<file path="config.mk">
export PLATFORM = sky130hd
export DESIGN_NAME = muldiv_shift_logic_decode
export DESIGN_NICKNAME = d
export VERILOG_FILES = /design/src/verilog/muldiv_pkg.sv /design/src/verilog/muldiv_shift_logic_decode.sv
export VERILOG_INCLUDE_DIRS = /design/src /design/src/verilog
export SDC_FILE = /design/constraint.sdc
export NUM_CORES = 1
export LEC_CHECK = 0
export ABC_AREA = 1
export BUFFER_PORTS_ARGS = -buffer_cell sky130_fd_sc_hd__clkbuf_2
export CAP_MARGIN = 20
export CORE_MARGIN = 5
export CORE_UTILIZATION = 35
export DETAILED_ROUTE_END_ITERATION = 16
export SLEW_MARGIN = 20
export SYNTH_ARGS = -nofsm -noshare
export SYNTH_HDL_FRONTEND = slang
export SYNTH_SLANG_ARGS = --single-unit
</file>
<file path="constraint.sdc">
create_clock -name clock -period 10.89 [get_ports clock]
set_input_delay 0.5445 -clock clock [delete_from_list [all_inputs] [get_ports clock]]
set_output_delay 0.5445 -clock clock [all_outputs]
set_load 0.005 [all_outputs]
</file>
<file path="src/verilog/muldiv_defs.svh">
`ifndef MULDIV_DEFS_SVH
`define MULDIV_DEFS_SVH
// opcode patterns, compared against the upper opcode bits or against the whole byte
`define OPC7_GROUP3 7'h7b
`define OPC6_SMUL_IMM 6'h1a
`define OPC7_SHIFT_ONE 7'h68
`define OPC7_SHIFT_CNT 7'h69
`define OPC7_SHIFT_IMM 7'h60
`define OPC6_AND_RM 6'h08
`define OPC6_OR_RM 6'h02
`define OPC7_LOGIC_IMM 7'h40
`define OPC7_AND_ACC 7'h12
`define OPC7_OR_ACC 7'h06
`define OPC7_TEST_RM 7'h42
`define OPC7_TEST_ACC 7'h54
`define OPC_AAM 8'hd4
`define OPC_AAD 8'hd5
`define OPC_CBW 8'h98
`define OPC_CWD 8'h99
`define AAX_BASE 8'h0a
// modrm field positions and reg-field codes
`define MRM_MOD_HI 7
`define MRM_MOD_LO 6
`define MRM_REG_HI 5
`define MRM_REG_LO 3
`define REG_TEST_IMM 3'h0
`define REG_OR_IMM 3'h1
`define REG_AND_IMM 3'h4
`define REG_SMUL 3'h5
`define REG_UDIV 3'h6
`define REG_SDIV 3'h7
// clock counts
`define CYC_SMUL_RB 18'h0321c
`define CYC_SMUL_RW 18'h04425
`define CYC_SMUL_MB 18'h03e22
`define CYC_SMUL_MB8_MIN 9'h020
`define CYC_SMUL_MW 18'h0502b
`define CYC_SMULI_R 18'h02c19
`define CYC_SMULI_M 18'h03a20
`define CYC_UDIV_RB 9'h01d
`define CYC_UDIV_RW 9'h026
`define CYC_UDIV_MB 9'h023
`define CYC_UDIV_MW 9'h02c
`define CYC_SDIV_RB 18'h05834
`define CYC_SDIV_RW 18'h06a3d
`define CYC_SDIV_MB 18'h0643a
`define CYC_SDIV_MW 18'h07643
`define CYC_AAM 9'h013
`define CYC_AAD 9'h00f
`define CYC_CBW 9'h002
`define CYC_CWD 9'h004
`define CYC_SHIFT1_R 9'h002
`define CYC_SHIFT1_M 9'h00f
`define CYC_SHIFTN_R 9'h005
`define CYC_SHIFTN_M 9'h011
`define CYC_LOGIC_R 9'h003
`define CYC_LOGIC_M 9'h00a
`define CYC_LOGIC_IMM_R 9'h004
`define CYC_LOGIC_IMM_M 9'h010
`define CYC_ACC_B 9'h003
`define CYC_ACC_W 9'h004
`define CYC_TEST_IMM_R 9'h004
`define CYC_TEST_IMM_M 9'h00a
`define CYC_WORD_XFER 9'h004
`endif

</file>
<file path="src/verilog/muldiv_pkg.sv">
package muldiv_pkg;
  typedef enum logic [4:0] {
    OP_NONE, OP_SMUL, OP_SMUL_IMM, OP_UDIV, OP_SDIV, OP_AAM, OP_AAD, OP_CBW, OP_CWD,
    OP_SHIFT1, OP_SHIFT_CL, OP_SHIFT_IMM, OP_AND_RM, OP_OR_RM, OP_AND_IMM, OP_OR_IMM,
    OP_AND_ACC, OP_OR_ACC, OP_TEST_RM, OP_TEST_IMM, OP_TEST_ACC
  } op_t;
  // values equal the selector field code
  typedef enum logic [2:0] {
    SH_ROTATE_LEFT = 3'h0, SH_ROTATE_RIGHT = 3'h1, SH_ROTATE_LEFT_CARRY = 3'h2,
    SH_ROTATE_RIGHT_CARRY = 3'h3, SH_RIGHT_ARITH = 3'h5, SH_LEFT = 3'h6
  } shift_t;
  typedef enum logic [1:0] {
    ST_OPCODE = 2'b00, ST_MODRM = 2'b01, ST_DISP = 2'b11, ST_IMM = 2'b10
  } state_t;
  typedef struct packed {
    logic recognised;
    op_t op;
    shift_t shift_op;
    logic width_word;
    logic dir_to_reg;
    logic mem_operand;
    logic writes_mem;
    logic [2:0] reg_sel;
    logic [2:0] rm_sel;
    logic [15:0] imm;
    logic [7:0] shift_count;
    logic [3:0] length;
  } decode_t;
  typedef struct packed {
    logic [8:0] cyc_min;
    logic [8:0] cyc_max;
  } timing_t;
endpackage

</file>
<file path="src/verilog/muldiv_shift_logic_decode.sv">
`timescale 1ns/1ps
`include "muldiv_defs.svh"
module muldiv_shift_logic_decode (
  // clock and reset
  input wire logic clock,
  input wire logic rst,
  // instruction byte stream from fetch
  input wire logic in_valid,
  input wire logic [7:0] in_byte,
  // core context
  input wire logic bus_8bit,
  input wire logic [7:0] count_register_low,
  // decode result, one-cycle pulse
  output logic out_valid,
  output muldiv_pkg::decode_t out_decode,
  output muldiv_pkg::timing_t out_timing
);
  import muldiv_pkg::*;

  ////////////////////////////////////////////////////////////////////////////////
  function automatic op_t classify(input logic [7:0] opc, input logic [7:0] mrm);
    op_t op;
    logic [2:0] rf;
    logic sel_ok;
    rf = mrm[`MRM_REG_HI:`MRM_REG_LO];
    // selector codes 100 and 111 are not part of this group
    sel_ok = rf != 3'h4 && rf != 3'h7;
    op = OP_NONE;
    case (opc[7:1])
      `OPC7_GROUP3: begin
        case (rf)
          `REG_SMUL: op = OP_SMUL;
          `REG_UDIV: op = OP_UDIV;
          `REG_SDIV: op = OP_SDIV;
          `REG_TEST_IMM: op = OP_TEST_IMM;
          default: op = OP_NONE;
        endcase
      end
      {`OPC6_SMUL_IMM, 1'b0}, {`OPC6_SMUL_IMM, 1'b1}: op = opc[0] ? OP_SMUL_IMM : OP_NONE;
      `OPC7_SHIFT_ONE: op = sel_ok ? OP_SHIFT1 : OP_NONE;
      `OPC7_SHIFT_CNT: op = sel_ok ? OP_SHIFT_CL : OP_NONE;
      `OPC7_SHIFT_IMM: op = sel_ok ? OP_SHIFT_IMM : OP_NONE;
      {`OPC6_AND_RM, 1'b0}, {`OPC6_AND_RM, 1'b1}: op = OP_AND_RM;
      {`OPC6_OR_RM, 1'b0}, {`OPC6_OR_RM, 1'b1}: op = OP_OR_RM;
      `OPC7_LOGIC_IMM: op = (rf == `REG_AND_IMM) ? OP_AND_IMM : (rf == `REG_OR_IMM) ? OP_OR_IMM : OP_NONE;
      `OPC7_AND_ACC: op = OP_AND_ACC;
      `OPC7_OR_ACC: op = OP_OR_ACC;
      `OPC7_TEST_RM: op = OP_TEST_RM;
      `OPC7_TEST_ACC: op = OP_TEST_ACC;
      default: begin
        case (opc)
          `OPC_AAM: op = OP_AAM;
          `OPC_AAD: op = OP_AAD;
          `OPC_CBW: op = OP_CBW;
          `OPC_CWD: op = OP_CWD;
          default: op = OP_NONE;
        endcase
      end
    endcase
    return op;
  endfunction

  // opcode alone tells whether a modrm byte follows
  function automatic logic has_modrm(input logic [7:0] opc);
    return opc[7:1] == `OPC7_GROUP3 || (opc[7:2] == `OPC6_SMUL_IMM && opc[0]) ||
      opc[7:1] == `OPC7_SHIFT_ONE || opc[7:1] == `OPC7_SHIFT_CNT || opc[7:1] == `OPC7_SHIFT_IMM ||
      opc[7:2] == `OPC6_AND_RM || opc[7:2] == `OPC6_OR_RM || opc[7:1] == `OPC7_LOGIC_IMM ||
      opc[7:1] == `OPC7_TEST_RM;
  endfunction

  function automatic logic [1:0] imm_bytes(input op_t op, input logic [7:0] opc);
    case (op)
      OP_SMUL_IMM: return opc[1] ? 2'd1 : 2'd2;
      OP_SHIFT_IMM: return 2'd1;
      OP_AND_IMM, OP_OR_IMM, OP_AND_ACC, OP_OR_ACC, OP_TEST_IMM, OP_TEST_ACC:
        return opc[0] ? 2'd2 : 2'd1;
      default: return 2'd0;
    endcase
  endfunction

  function automatic logic [1:0] disp_bytes(input logic [7:0] mrm);
    case (mrm[`MRM_MOD_HI:`MRM_MOD_LO])
      2'b00: return (mrm[2:0] == 3'h6) ? 2'd2 : 2'd0;
      2'b01: return 2'd1;
      2'b10: return 2'd2;
      default: return 2'd0;
    endcase
  endfunction

  ////////////////////////////////////////////////////////////////////////////////
  state_t state_q, state_d;
  logic [7:0] opc_q, opc_d, mrm_q, mrm_d;
  logic [1:0] disp_q, disp_d, imm_left_q, imm_left_d;
  logic [15:0] imm_q, imm_d;
  logic [3:0] len_q, len_d;
  logic hit_q, hit_d, emit_d, emit_q;
  logic [7:0] cl_q, cl_d;

  always_comb begin
    op_t op;
    logic [1:0] nd, ni;
    op = OP_NONE;
    nd = 2'd0;
    ni = 2'd0;
    state_d = state_q;
    opc_d = opc_q;
    mrm_d = mrm_q;
    disp_d = disp_q;
    imm_left_d = imm_left_q;
    imm_d = imm_q;
    len_d = len_q;
    hit_d = hit_q;
    cl_d = cl_q;
    emit_d = 1'b0;
    if (in_valid) begin
      len_d = len_q + 4'd1;
      case (state_q)
        ST_OPCODE: begin
          opc_d = in_byte;
          mrm_d = 8'h00;
          imm_d = 16'h0000;
          len_d = 4'd1;
          cl_d = count_register_low;
          op = classify(in_byte, 8'h00);
          ni = imm_bytes(op, in_byte);
          if (has_modrm(in_byte) || op == OP_AAM || op == OP_AAD) begin
            state_d = ST_MODRM;
          end else if (ni != 2'd0) begin
            imm_left_d = ni;
            state_d = ST_IMM;
          end else begin
            hit_d = (op == OP_CBW || op == OP_CWD);
            emit_d = 1'b1;
          end
        end
        ST_MODRM: begin
          mrm_d = in_byte;
          op = classify(opc_q, in_byte);
          if (op == OP_AAM || op == OP_AAD) begin
            hit_d = (in_byte == `AAX_BASE);
            emit_d = 1'b1;
            state_d = ST_OPCODE;
          end else if (op == OP_NONE) begin
            hit_d = 1'b0;
            emit_d = 1'b1;
            state_d = ST_OPCODE;
          end else begin
            hit_d = 1'b1;
            nd = disp_bytes(in_byte);
            ni = imm_bytes(op, opc_q);
            disp_d = nd;
            imm_left_d = ni;
            if (nd != 2'd0) begin
              state_d = ST_DISP;
            end else if (ni != 2'd0) begin
              state_d = ST_IMM;
            end else begin
              emit_d = 1'b1;
              state_d = ST_OPCODE;
            end
          end
        end
        ST_DISP: begin
          disp_d = disp_q - 2'd1;
          if (disp_q == 2'd1) begin
            state_d = (imm_left_q != 2'd0) ? ST_IMM : ST_OPCODE;
            emit_d = (imm_left_q == 2'd0);
          end
        end
        ST_IMM: begin
          imm_left_d = imm_left_q - 2'd1;
          // low byte arrives first; a single byte lands low
          if (imm_left_q == imm_bytes(classify(opc_q, mrm_q), opc_q)) begin
            imm_d = {imm_q[15:8], in_byte};
          end else begin
            imm_d = {in_byte, imm_q[7:0]};
          end
          if (imm_left_q == 2'd1) begin
            hit_d = (state_q == ST_IMM) ? (hit_q | (classify(opc_q, mrm_q) != OP_NONE)) : hit_q;
            emit_d = 1'b1;
            state_d = ST_OPCODE;
          end
        end
        default: state_d = ST_OPCODE;
      endcase
    end
  end

  always_ff @(posedge clock) begin
    if (rst) begin
      state_q <= ST_OPCODE;
      opc_q <= 8'h00;
      mrm_q <= 8'h00;
      disp_q <= 2'd0;
      imm_left_q <= 2'd0;
      imm_q <= 16'h0000;
      len_q <= 4'h0;
      hit_q <= 1'b0;
      emit_q <= 1'b0;
      cl_q <= 8'h00;
    end else begin
      state_q <= state_d;
      opc_q <= opc_d;
      mrm_q <= mrm_d;
      disp_q <= disp_d;
      imm_left_q <= imm_left_d;
      imm_q <= imm_d;
      len_q <= len_d;
      hit_q <= hit_d;
      emit_q <= emit_d;
      cl_q <= cl_d;
    end
  end

  ////////////////////////////////////////////////////////////////////////////////
  decode_t dec_d, dec_q;
  timing_t tim_d, tim_q;

  always_comb begin
    logic word, mem;
    logic [8:0] n, pen;
    dec_d = dec_q;
    tim_d = tim_q;
    word = opc_d[0];
    mem = (mrm_d[`MRM_MOD_HI:`MRM_MOD_LO] != 2'b11) && has_modrm(opc_d);
    n = 9'h000;
    pen = 9'h000;
    if (emit_d) begin
      dec_d.recognised = hit_d;
      dec_d.op = hit_d ? classify(opc_d, mrm_d) : OP_NONE;
      dec_d.shift_op = shift_t'(mrm_d[`MRM_REG_HI:`MRM_REG_LO]);
      dec_d.width_word = word;
      dec_d.dir_to_reg = opc_d[1] && (dec_d.op == OP_AND_RM || dec_d.op == OP_OR_RM);
      dec_d.mem_operand = mem;
      dec_d.writes_mem = mem && (dec_d.op inside {OP_SHIFT1, OP_SHIFT_CL, OP_SHIFT_IMM, OP_AND_IMM, OP_OR_IMM} ||
        (dec_d.op inside {OP_AND_RM, OP_OR_RM} && !opc_d[1]));
      dec_d.reg_sel = mrm_d[`MRM_REG_HI:`MRM_REG_LO];
      dec_d.rm_sel = mrm_d[2:0];
      dec_d.imm = imm_d;
      dec_d.shift_count = (dec_d.op == OP_SHIFT_CL) ? cl_d : (dec_d.op == OP_SHIFT_IMM) ? imm_d[7:0] : 8'h01;
      dec_d.length = len_d;
      n = {1'b0, dec_d.shift_count};
      // narrow bus: word memory multiply (not the immediate form), divide, AND, OR and TEST-immediate pay one transfer, read-modify-write pays twice
      if (bus_8bit && word && mem &&
          dec_d.op inside {OP_SMUL, OP_UDIV, OP_SDIV, OP_AND_RM, OP_OR_RM, OP_AND_IMM, OP_OR_IMM, OP_TEST_IMM}) begin
        pen = dec_d.writes_mem ? (`CYC_WORD_XFER << 1) : `CYC_WORD_XFER;
      end
      case (dec_d.op)
        OP_SMUL: begin
          tim_d = mem ? (word ? `CYC_SMUL_MW : `CYC_SMUL_MB) : (word ? `CYC_SMUL_RW : `CYC_SMUL_RB);
          if (mem && !word && bus_8bit) begin
            tim_d.cyc_min = `CYC_SMUL_MB8_MIN;
          end
        end
        OP_SMUL_IMM: tim_d = mem ? `CYC_SMULI_M : `CYC_SMULI_R;
        OP_UDIV:
          tim_d = {2{mem ? (word ? `CYC_UDIV_MW : `CYC_UDIV_MB) : (word ? `CYC_UDIV_RW : `CYC_UDIV_RB)}};
        OP_SDIV: tim_d = mem ? (word ? `CYC_SDIV_MW : `CYC_SDIV_MB) : (word ? `CYC_SDIV_RW : `CYC_SDIV_RB);
        OP_AAM: tim_d = {`CYC_AAM, `CYC_AAM};
        OP_AAD: tim_d = {`CYC_AAD, `CYC_AAD};
        OP_CBW: tim_d = {`CYC_CBW, `CYC_CBW};
        OP_CWD: tim_d = {`CYC_CWD, `CYC_CWD};
        OP_SHIFT1: tim_d = mem ? {`CYC_SHIFT1_M, `CYC_SHIFT1_M} : {`CYC_SHIFT1_R, `CYC_SHIFT1_R};
        OP_SHIFT_CL, OP_SHIFT_IMM: tim_d = {2{(mem ? `CYC_SHIFTN_M : `CYC_SHIFTN_R) + n}};
        OP_AND_RM, OP_OR_RM, OP_TEST_RM:
          tim_d = mem ? {`CYC_LOGIC_M, `CYC_LOGIC_M} : {`CYC_LOGIC_R, `CYC_LOGIC_R};
        OP_AND_IMM, OP_OR_IMM:
          tim_d = mem ? {`CYC_LOGIC_IMM_M, `CYC_LOGIC_IMM_M} : {`CYC_LOGIC_IMM_R, `CYC_LOGIC_IMM_R};
        OP_AND_ACC, OP_OR_ACC, OP_TEST_ACC:
          tim_d = word ? {`CYC_ACC_W, `CYC_ACC_W} : {`CYC_ACC_B, `CYC_ACC_B};
        OP_TEST_IMM: tim_d = mem ? {`CYC_TEST_IMM_M, `CYC_TEST_IMM_M} : {`CYC_TEST_IMM_R, `CYC_TEST_IMM_R};
        default: tim_d = 18'h00000;
      endcase
      tim_d.cyc_min = tim_d.cyc_min + pen;
      tim_d.cyc_max = tim_d.cyc_max + pen;
    end
  end

  always_ff @(posedge clock) begin
    if (rst) begin
      dec_q <= '0;
      tim_q <= '0;
    end else begin
      dec_q <= dec_d;
      tim_q <= tim_d;
    end
  end

  assign out_valid = emit_q;
  assign out_decode = dec_q;
  assign out_timing = tim_q;

  ////////////////////////////////////////////////////////////////////////////////
  a_smul_spread: assert property (@(posedge clock) disable iff (rst)
    out_valid && out_decode.op == OP_SMUL && !out_decode.mem_operand |->
    out_timing.cyc_max - out_timing.cyc_min == 9'h003) else $error("signed multiply range wrong");
  a_udiv_fixed: assert property (@(posedge clock) disable iff (rst)
    out_valid && out_decode.op == OP_UDIV && !out_decode.mem_operand |->
    out_timing.cyc_min == (out_decode.width_word ? 9'h026 : 9'h01d)) else $error("divide count wrong");
  a_sdiv_spread: assert property (@(posedge clock) disable iff (rst)
    out_valid && out_decode.op == OP_SDIV && !out_decode.mem_operand |->
    out_timing.cyc_max - out_timing.cyc_min == 9'h008) else $error("signed divide range wrong");
  a_adjust_cycles: assert property (@(posedge clock) disable iff (rst)
    state_q == ST_OPCODE && in_valid && in_byte == 8'hd4 ##1 in_valid && in_byte == 8'h0a |=>
    out_valid && out_decode.recognised && out_timing.cyc_min == 9'h013) else $error("product adjust wrong");
  a_extend_byte: assert property (@(posedge clock) disable iff (rst)
    state_q == ST_OPCODE && in_valid && in_byte == 8'h98 |=>
    out_valid && out_decode.op == OP_CBW && out_timing.cyc_max == 9'h002) else $error("byte extend wrong");
  a_extend_word: assert property (@(posedge clock) disable iff (rst)
    state_q == ST_OPCODE && in_valid && in_byte == 8'h99 |=>
    out_valid && out_timing.cyc_min == 9'h004 && out_decode.length == 4'd1) else $error("word extend wrong");
  a_shift_count: assert property (@(posedge clock) disable iff (rst)
    out_valid && out_decode.op == OP_SHIFT_CL && !out_decode.mem_operand |->
    out_timing.cyc_min == 9'h005 + {1'b0, out_decode.shift_count}) else $error("shift count timing wrong");
  a_logic_reg: assert property (@(posedge clock) disable iff (rst)
    out_valid && out_decode.op inside {OP_AND_RM, OP_OR_RM, OP_TEST_RM} && !out_decode.mem_operand |->
    out_timing.cyc_min == 9'h003) else $error("logic register timing wrong");
  a_acc_length: assert property (@(posedge clock) disable iff (rst)
    out_valid && out_decode.op == OP_TEST_ACC |->
    out_decode.length == (out_decode.width_word ? 4'd3 : 4'd2)) else $error("accumulator test length wrong");
endmodule
</file>
==> summary.md, run 1 <==
| Metric | Value |
|---|---|
| Row count | `54` |
| Root buf cell | `clkbuf_16` |
| Setup CP Type | `flop to flop` |
| Post-synth top flop | `dfxtp_1` |
| Core Util, Final | `40.8%` |
| Die width | `159 um` |
| CTS buffer count | `17` |
| Gp weighted congestion | `0.939` |
| VDD IR max | `103 uV` |
| Asr flop ratio synth | `0%` |
| Post-synthesis sequential area ratio | `29.5%` |
| Layout net count | `1,347` |
| Multi-input logic area | `4540 um2` |
| Fillers | `2,376` |
| Drt total wl | `24,500 um` |
| Die Y | `159 um` |
| Synth warn | `0` |
| PwrDens | `182 nW/um2` |
| Synth cell types | `58` |
| Via count of the first global-routing pass | `7,902` |
| Area delta synth->final | `15.2%` |
| Syn avg cell area | `6.24 um2` |
| Slew HR | `48.0%` |
| Post-route cell area | `8910 um2` |
| Top-count cell post-synth | `nand2_1` |
| N_diodes | `0` |
| Placed cell areas | `8340 um2` |
| I/O Buffers | `85` |
| Final worst slack | `4.88 ns` |
| Worst setup SP type | `flop` |
| # DRC | `0` |
| Core area | `21,800 um2` |
| RSZ-0062 raised after global routing | `no` |
| Most frequent CP cell | `nand2_1` |
| Clock tree buffer depth | `2` |
| H-tree level count | `4` |
| Clk sinks | `114` |
| Seq. cell area | `2280 um2` |
| Worst Path Required | `11.21 ns` |
| Highest clock rate | `166 MHz` |
| Post CTS Setup Buffer Count | `0` |
| Worst-margin pin slew | `0.780 ns` |
| Cell family with most CP delay | `simple AND/OR/NAND/NOR gates` |
| Final hold slack | `0.386 ns` |
| Leakage Power | `0.00447 uW` |
| Initial core utilization | `35.4%` |
| Overall global routing resource usage | `20.0%` |
| Via-to-Cell Ratio | `5.14` |
| CTS resizes | `0` |
| Die ar. | `25,200 um2` |
| CTS tree | `yes` |
| Yosys reg bits | `114` |
| Synth top area cells | `dfxtp_1, nand2_1, nor2_1, inv_1, o21ai_0` |
| Synth area leader | `dfxtp_1` |
| Tmin final | `6.01 ns` |
| Slew Viols, Final | `0` |
| CP arrival | `6.33 ns` |
| Pre-CTS setup slack | `4.89 ns` |
| Status | `finished, final reports clean` |
| # setup viols final | `0` |
| WL/cell | `15.4 um` |
| Largest fanout on the critical path | `32` |
| First-pass GRT wire length | `40,400 um` |
| Crit-path max cell delay | `0.65 ns` |
| Worst path slowest cell | `o21ai_2` |
| Skew-Pair Late Insertion Delay | `0.42 ns` |
| Final Hold Viols | `0` |
| Hold buffer count at cts | `0` |
| Syn nets | `1,284` |
| I/O pin count | `86` |
| Min-delay worst type | `input port to flop` |
| TNS Setup | `0 ns` |
| Final worst-path cycle share | `55.2%` |
| Routed via count | `8,198` |
| Post-Syn Instances | `1,239` |
| Initial DRC Count | `580` |
| Synth Cell Area | `7730 um2` |
| Number of synthesized flops with an enable pin | `0` |
| Final Skew | `0.0107 ns` |
| CTS clk-pin slew, worst paths | `0.06 ns` |
| Synth cell count leaders | `nand2_1, nor2_1, inv_1` |
| Antenna violations before repair | `0` |
| Final HPWL DP | `18,600 um` |
| Synth top area share | `29.5%` |
| Largest net degree at the start of global routing | `87` |
| Remaining global-route overflow | `0` |
| Pre-antenna DRT Iters | `5` |
| Share of layout cells above drive strength 1 | `13.8%` |
| Antenna Violating Nets Remaining | `0` |
| Max-cap check violation count | `0` |
| Worst Setup End Kind | `flop` |
| Critical path buffers and inverters | `6` |
logic make-up after synthesis:
family                   Yosys count  share of synthesized area [%]
multiplexers                       6                          0.776
buffers and inverters            233                           11.8
AND/OR/NAND/NOR                  620                           35.4
AO/OA/AOI/OAI                    239                           18.1
adder cells (fa/ha/maj)           25                           4.24
flip-flops                       114                           29.5
XOR/XNOR                           2                          0.227
worst paths after layout:
| kind | startpoint | endpoint | slack, ns | depth (start not counted) |
|---|---|---|---|---|
| worst max register to register | state_q[0] | out_timing[7] | 4.88 | 33 |
| worst min register to register | out_timing[0] | out_timing[0] | 0.47 | 2 |
| worst max-delay path | state_q[0] | out_timing[7] | 4.88 | 33 |
| worst min-delay path | count_register_low[7] | cl_q[7] | 0.39 | 3 |
metal layers:
metal | vias to the layer above | share of wire [%] | track usage, %
li1 | 4168 | - | -
met1 | 3727 | 46 | 27.1
met2 | 263 | 46 | 32.6
met3 | 40 | 6.1 | 3.34
met4 | 0 | 2.1 | 6.30
met5 | - | 0 | 0
report_power, final:
group          leakage (uW)  internal (uW)  switching, uW  total [uW]
combinational       0.00325            174            387         561
sequential         0.000934            474           33.5         508
clock              0.000279            320            231         551
total               0.00447            968            652        1620
per-stage QoR:
step,total power (uW),cells
floorplan,908,1239
global placement,1080,1563
detailed placement,1070,1563
CTS,1630,1595
global route,1740,1595
finish,1620,1595
registers in the layout (all words and copies together) (netlist names):
register / flops
mrm_q: 8
out_decode: 44
len_q: 4
imm_q: 16
disp_q: 2
out_timing: 18
imm_left_q: 2
out_valid: 1
hit_q: 1
opc_q: 8
state_q: 2
cl_q: 8
area by class of cell:
type | instances | share of cell area, %
Clock inverter | 15 | 1.68
Tap cell | 280 | 3.93
Clock buffer | 17 | 4.77
Inverter | 187 | 7.88
Multi-Input combinational cell | 892 | 50.9
Timing Repair Buffer | 90 | 5.19
Sequential cell | 114 | 25.6
worst register-to-register path: cells and delay by family (launching register included):
family	cells	cell delay [ns]
simple gates	18	2.27
buf+inv	6	0.77
flops	1	0.34
compound gates	6	1.64
fa+ha+maj	3	0.89
layout by cell type, fill, tap and decap left out, types with 4 or more instances in the layout:
master / count
inv_2: 15
a31oi_1: 4
dfxtp_1: 114
nor2_1: 179
clkbuf_16: 17
o211ai_1: 10
nand4_1: 25
nor4_1: 5
nand2_2: 9
nand3_1: 85
a211oi_1: 10
o21ai_2: 7
nor2_2: 7
inv_6: 7
nor3_1: 26
mux2i_1: 6
nand2_1: 255
clkbuf_2: 85
ha_1: 23
nand3b_1: 6
o21ai_0: 99
inv_1: 169
buf_4: 5
o22ai_1: 7
nand3_2: 6
a21oi_1: 67
o21ai_1: 6
Power figures use the tool's default switching activity.
==> inputs of run 2 (changes only) <==
==> constraint.sdc (replaced) <==
create_clock -name clock -period 5.3 [get_ports clock]
set_input_delay 0.265 -clock clock [delete_from_list [all_inputs] [get_ports clock]]
set_output_delay 0.265 -clock clock [all_outputs]
set_load 0.005 [all_outputs]
==> summary.md, run 2 (synthesis results as in run 1) <==
| Metric | Value |
|---|---|
| Crit-path max cell delay | `0.43 ns` |
| Routed via count | `8,328` |
| CTS tree | `yes` |
| Tmin final | `4.85 ns` |
| Setup crit start | `opc_q[4]` |
| Initial core utilization | `35.4%` |
| I/O pin count | `86` |
| Row count | `54` |
| Gp weighted congestion | `0.932` |
| Setup CP Type | `flop to flop` |
| Via count of the first global-routing pass | `7,729` |
| Die ar. | `25,200 um2` |
| Slew HR | `34.5%` |
| Share of layout cells above drive strength 1 | `17.6%` |
| Root buf cell | `clkbuf_16` |
| I/O Buffers | `85` |
| RR Startpoint | `opc_q[4]` |
| Layout net count | `1,379` |
| Fillers | `2,310` |
| Pre-antenna DRT Iters | `5` |
| Most frequent CP cell | `nand2_1` |
| Final Hold Viols | `0` |
| Worst path slowest cell | `o41ai_1` |
| Overall global routing resource usage | `19.3%` |
| CP arrival | `5.17 ns` |
| Die Y | `159 um` |
| Worst setup SP type | `flop` |
| Max-cap check violation count | `0` |
| N_diodes | `0` |
| Skew-Pair Late Insertion Delay | `0.43 ns` |
| Worst Setup End Kind | `flop` |
| Multi-input logic area | `4710 um2` |
| Area delta synth->final | `21.0%` |
| Min-delay worst type | `input port to flop` |
| Number of flip-flops in the largest register | `44` |
| Hold path startpoint | `count_register_low[6]` |
| Antenna Violating Nets Remaining | `0` |
| CTS buffer count | `17` |
| Remaining global-route overflow | `0` |
| Slew Viols, Final | `0` |
| RSZ-0062 raised after global routing | `no` |
| TNS Setup | `0 ns` |
| Core area | `21,800 um2` |
| Hold Path Cell Cnt | `3` |
| Final HPWL DP | `18,300 um` |
| Commonest non-fill, non-tap cells in the layout | `nand2_1, nor2_1, inv_1, dfxtp_1, o21ai_0` |
| Die width | `159 um` |
| Hold buffer count at cts | `0` |
| Initial DRC Count | `601` |
| Stages on worst setup path | `31` |
| Critical path buffers and inverters | `5` |
| Worst Path Required | `5.63 ns` |
| Largest net degree at the start of global routing | `62` |
| Final worst slack | `0.453 ns` |
| Commonest non-fill, non-tap cell in the layout | `nand2_1` |
| Pre-CTS setup slack | `0.129 ns` |
| Largest fanout on the critical path | `8` |
| Via-to-Cell Ratio | `5.12` |
| Final Skew | `0.00644 ns` |
| Antenna violations before repair | `0` |
| Worst-margin pin slew | `0.982 ns` |
| Cell family with most CP delay | `simple AND/OR/NAND/NOR gates` |
| Status | `finished, final reports clean` |
| R2R depth | `31` |
| Core Util, Final | `42.9%` |
| # DRC | `0` |
| Final worst-path cycle share | `91.5%` |
| H-tree level count | `4` |
| Seq. cell area | `2290 um2` |
| CTS clk-pin slew, worst paths | `0.06 ns` |
| Leakage Power | `0.00467 uW` |
| First-pass GRT wire length | `38,800 um` |
| Clock tree buffer depth | `2` |
| VDD IR max | `238 uV` |
| Highest clock rate | `206 MHz` |
| Clk sinks | `114` |
| WL/cell | `15.2 um` |
| PwrDens | `378 nW/um2` |
| Drt total wl | `24,700 um` |
| # setup viols final | `0` |
run 2: cell types whose count changed in the layout (fill, tap and decap cells not counted), moves of 3 or more:
cell / previous run / this run
buf_4: 5 / 36
dfxtp_1: 114 / 111
dfxtp_2: 0 / 3
inv_6: 7 / 2
nor2_1: 179 / 175
nor2_4: 2 / 5
nor3_1: 26 / 23
o21ai_2: 7 / 4
o21ai_4: 1 / 6
o22ai_1: 7 / 4
o22ai_2: 0 / 3
run 2: what timing repair did:
action | 4_1_cts | 5_1_grt
setup buffers | 0 | 7
endpoints found under the setup margin | 0 | 12
resized for setup | 0 | 36
run 2: cell type report:
cell class                      instances  share of cell area [%]
Timing Repair Buffer                  121                    7.43
Clock buffer                           18                    4.69
Sequential cell                       114                    24.4
Clock inverter                         14                    1.90
Multi-Input combinational cell        893                    50.3
Inverter                              187                    7.50
Tap cell                              280                    3.74
run 2: per-layer routing:
metal | share of wire (%) | up-vias | global-route usage, %
met5 | 0 | - | 0
met4 | 2.0 | 0 | 5.08
met3 | 5.8 | 53 | 4.32
met2 | 47 | 269 | 32.4
met1 | 45 | 3773 | 25.0
li1 | - | 4233 | -
run 2: report_power, final:
| part | internal, uW | leakage, uW | switching, uW |
|---|---|---|---|
| sequential | 975 | 0.000935 | 66.5 |
| combinational | 427 | 0.00344 | 842 |
| clock | 757 | 0.000295 | 471 |
run 2: final timing paths:
| kind | slack, ns | to |
|---|---|---|
| worst max-delay path | 0.45 | out_timing[17] |
| worst min register to register | 0.47 | out_timing[0] |
| worst min-delay path | 0.11 | cl_q[6] |
| worst max register to register | 0.45 | out_timing[17] |
run 2: through the flow:
stage          area, um2  hold WS [ns]  cells  power, uW
3_5_place_dp        8520         0.459   1587       2250
3_3_place_gp        8520         0.459   1587       2250
5_1_grt             9360         0.115   1627       3750
6_report            9360         0.111   1627       3540
2_1_floorplan       7730         0.420   1239       1870
4_1_cts             9130         0.109   1619       3490
run 2: worst min-delay path, cell delays in order:
cell and delay [ns]:
clkbuf_2 0.08, mux2i_1 0.07, nor2_1 0.08
==> inputs of run 3 (changes only) <==
--- a/config.mk
+++ b/config.mk
@@ -10,8 +10,9 @@
 export BUFFER_PORTS_ARGS = -buffer_cell sky130_fd_sc_hd__clkbuf_2
 export CAP_MARGIN = 20
 export CORE_MARGIN = 5
-export CORE_UTILIZATION = 35
+export CORE_UTILIZATION = 54
 export DETAILED_ROUTE_END_ITERATION = 16
+export PLACE_DENSITY = 0.77
 export SLEW_MARGIN = 20
 export SYNTH_ARGS = -nofsm -noshare
 export SYNTH_HDL_FRONTEND = slang
==> summary.md, run 3 (synthesis results as in run 1) <==
| Metric | Value |
|---|---|
| CTS tree | `yes` |
| Worst setup SP type | `flop` |
| Largest fanout on the critical path | `9` |
| WL/cell | `15.8 um` |
| Hold path startpoint | `count_register_low[7]` |
| # setup viols final | `0` |
| Tmin final | `4.93 ns` |
| Largest net degree at the start of global routing | `65` |
| Row count | `43` |
| Gp weighted congestion | `0.984` |
| Worst Setup End Kind | `flop` |
| # DRC | `0` |
| Final worst-path cycle share | `93.0%` |
| H-tree level count | `4` |
| Highest clock rate | `203 MHz` |
| I/O pin count | `86` |
| Clock tree buffer depth | `2` |
| Hold buffer count at cts | `0` |
| Antenna violations before repair | `0` |
| Overall global routing resource usage | `28.3%` |
| Critical path buffers and inverters | `6` |
| Final Skew | `0.0101 ns` |
| Final Hold Viols | `0` |
| R2R depth | `36` |
| Setup crit start | `state_q[0]` |
| First-pass GRT wire length | `38,300 um` |
| Status | `finished, final reports clean` |
| I/O Buffers | `85` |
| Leakage Power | `0.00467 uW` |
| Clk sinks | `114` |
| VDD IR max | `276 uV` |
| Hold Path Cell Cnt | `3` |
| Number of flip-flops in the largest register | `44` |
| Area delta synth->final | `19.5%` |
| Min-delay worst type | `input port to flop` |
| Worst path slowest cell | `nor3_2` |
| Pre-antenna DRT Iters | `7` |
| Skew-Pair Late Insertion Delay | `0.42 ns` |
| Die width | `130 um` |
| Max-cap check violation count | `0` |
| Root buf cell | `clkbuf_16` |
| Commonest non-fill, non-tap cell in the layout | `nand2_1` |
| Stages on worst setup path | `36` |
| Die Y | `130 um` |
| Crit-path max cell delay | `0.36 ns` |
| Remaining global-route overflow | `0` |
| TNS Setup | `0 ns` |
| PwrDens | `387 nW/um2` |
| N_diodes | `0` |
| Core area | `14,000 um2` |
| Via count of the first global-routing pass | `7,874` |
| Commonest non-fill, non-tap cells in the layout | `nand2_1, nor2_1, inv_1, dfxtp_1, o21ai_0` |
| Antenna Violating Nets Remaining | `0` |
| Slew Viols, Final | `0` |
| Most frequent CP cell | `nand2_1` |
| Setup CP Type | `flop to flop` |
| CTS clk-pin slew, worst paths | `0.06 ns` |
| Drt total wl | `24,000 um` |
| Final hold slack | `0.143 ns` |
| Routed via count | `8,488` |
| CTS buffer count | `17` |
| Initial core utilization | `55.3%` |
| Final HPWL DP | `17,700 um` |
| Layout net count | `1,375` |
| Share of layout cells above drive strength 1 | `17.3%` |
| Slew HR | `48.3%` |
| Cell family with most CP delay | `simple AND/OR/NAND/NOR gates` |
| Initial DRC Count | `917` |
| Fillers | `1,328` |
| Worst Path Required | `5.62 ns` |
| Worst-margin pin slew | `0.768 ns` |
| RR Startpoint | `state_q[0]` |
| Via-to-Cell Ratio | `5.57` |
| Die ar. | `16,800 um2` |
| CP arrival | `5.25 ns` |
## run 3: cell types whose count changed in the layout (fill, tap and decap cells not counted), sizes merged
cell      before  now
clkinv         8    6
bufinv         3    5
clkbuf       103  104
clkinvlp       3    4
buf           36   32
inv          187  185
## run 3: through the flow
stage               util (%)  worst slack [ns]  std cells  power, uW  cell area (um2)
global route            66.1           -0.0844       1523       3790             9240
finish                  66.1             0.372       1523       3570             9240
detailed placement      59.8             0.111       1482       2240             8370
CTS                     64.4            0.0788       1514       3490             9010
global placement        59.8             0.233       1482       2230             8370
floorplan                  -             0.549       1239       1870             7730
## run 3: area by class of cell
cell class	count	area, um2	area share, %
Sequential cell	114	2290	24.8
Clock inverter	13	208	2.25
Clock buffer	19	433	4.69
Inverter	187	702	7.60
Tap cell	180	225	2.44
Multi-Input combinational cell	893	4710	50.9
Timing Repair Buffer	117	678	7.34
## run 3: worst reg2reg max path, delay by kind of cell, from the launching register on
| family | cells | cell delay, ns |
|---|---|---|
| buf+inv | 6 | 0.59 |
| simple gates | 21 | 2.30 |
| compound gates | 6 | 0.79 |
| fa+ha+maj | 3 | 0.79 |
| flops | 1 | 0.33 |
## run 3: metal layers
layer | global-route usage [%] | vias to the layer above | share of wire (%)
met5 | 0 | - | 0
met4 | 11.0 | 0 | 3.6
met3 | 5.19 | 73 | 6.3
met2 | 48.4 | 337 | 48
met1 | 35.4 | 3840 | 42
li1 | - | 4238 | -
## run 3: report_power, final
group	switching (uW)	internal, uW
Combinational	839	433
Clock	421	833
Sequential	69.7	977
## run 3: worst paths after layout
| kind | to | slack [ns] |
|---|---|---|
| min reg2reg | out_timing[1] | 0.47 |
| max | out_timing[7] | 0.37 |
| min | cl_q[7] | 0.14 |
| max reg2reg | out_timing[7] | 0.37 |
## run 3: timing repair
action,CTS,global route
gates resized for setup,0,40
endpoints found under the setup margin,0,12
buffers inserted,0,8
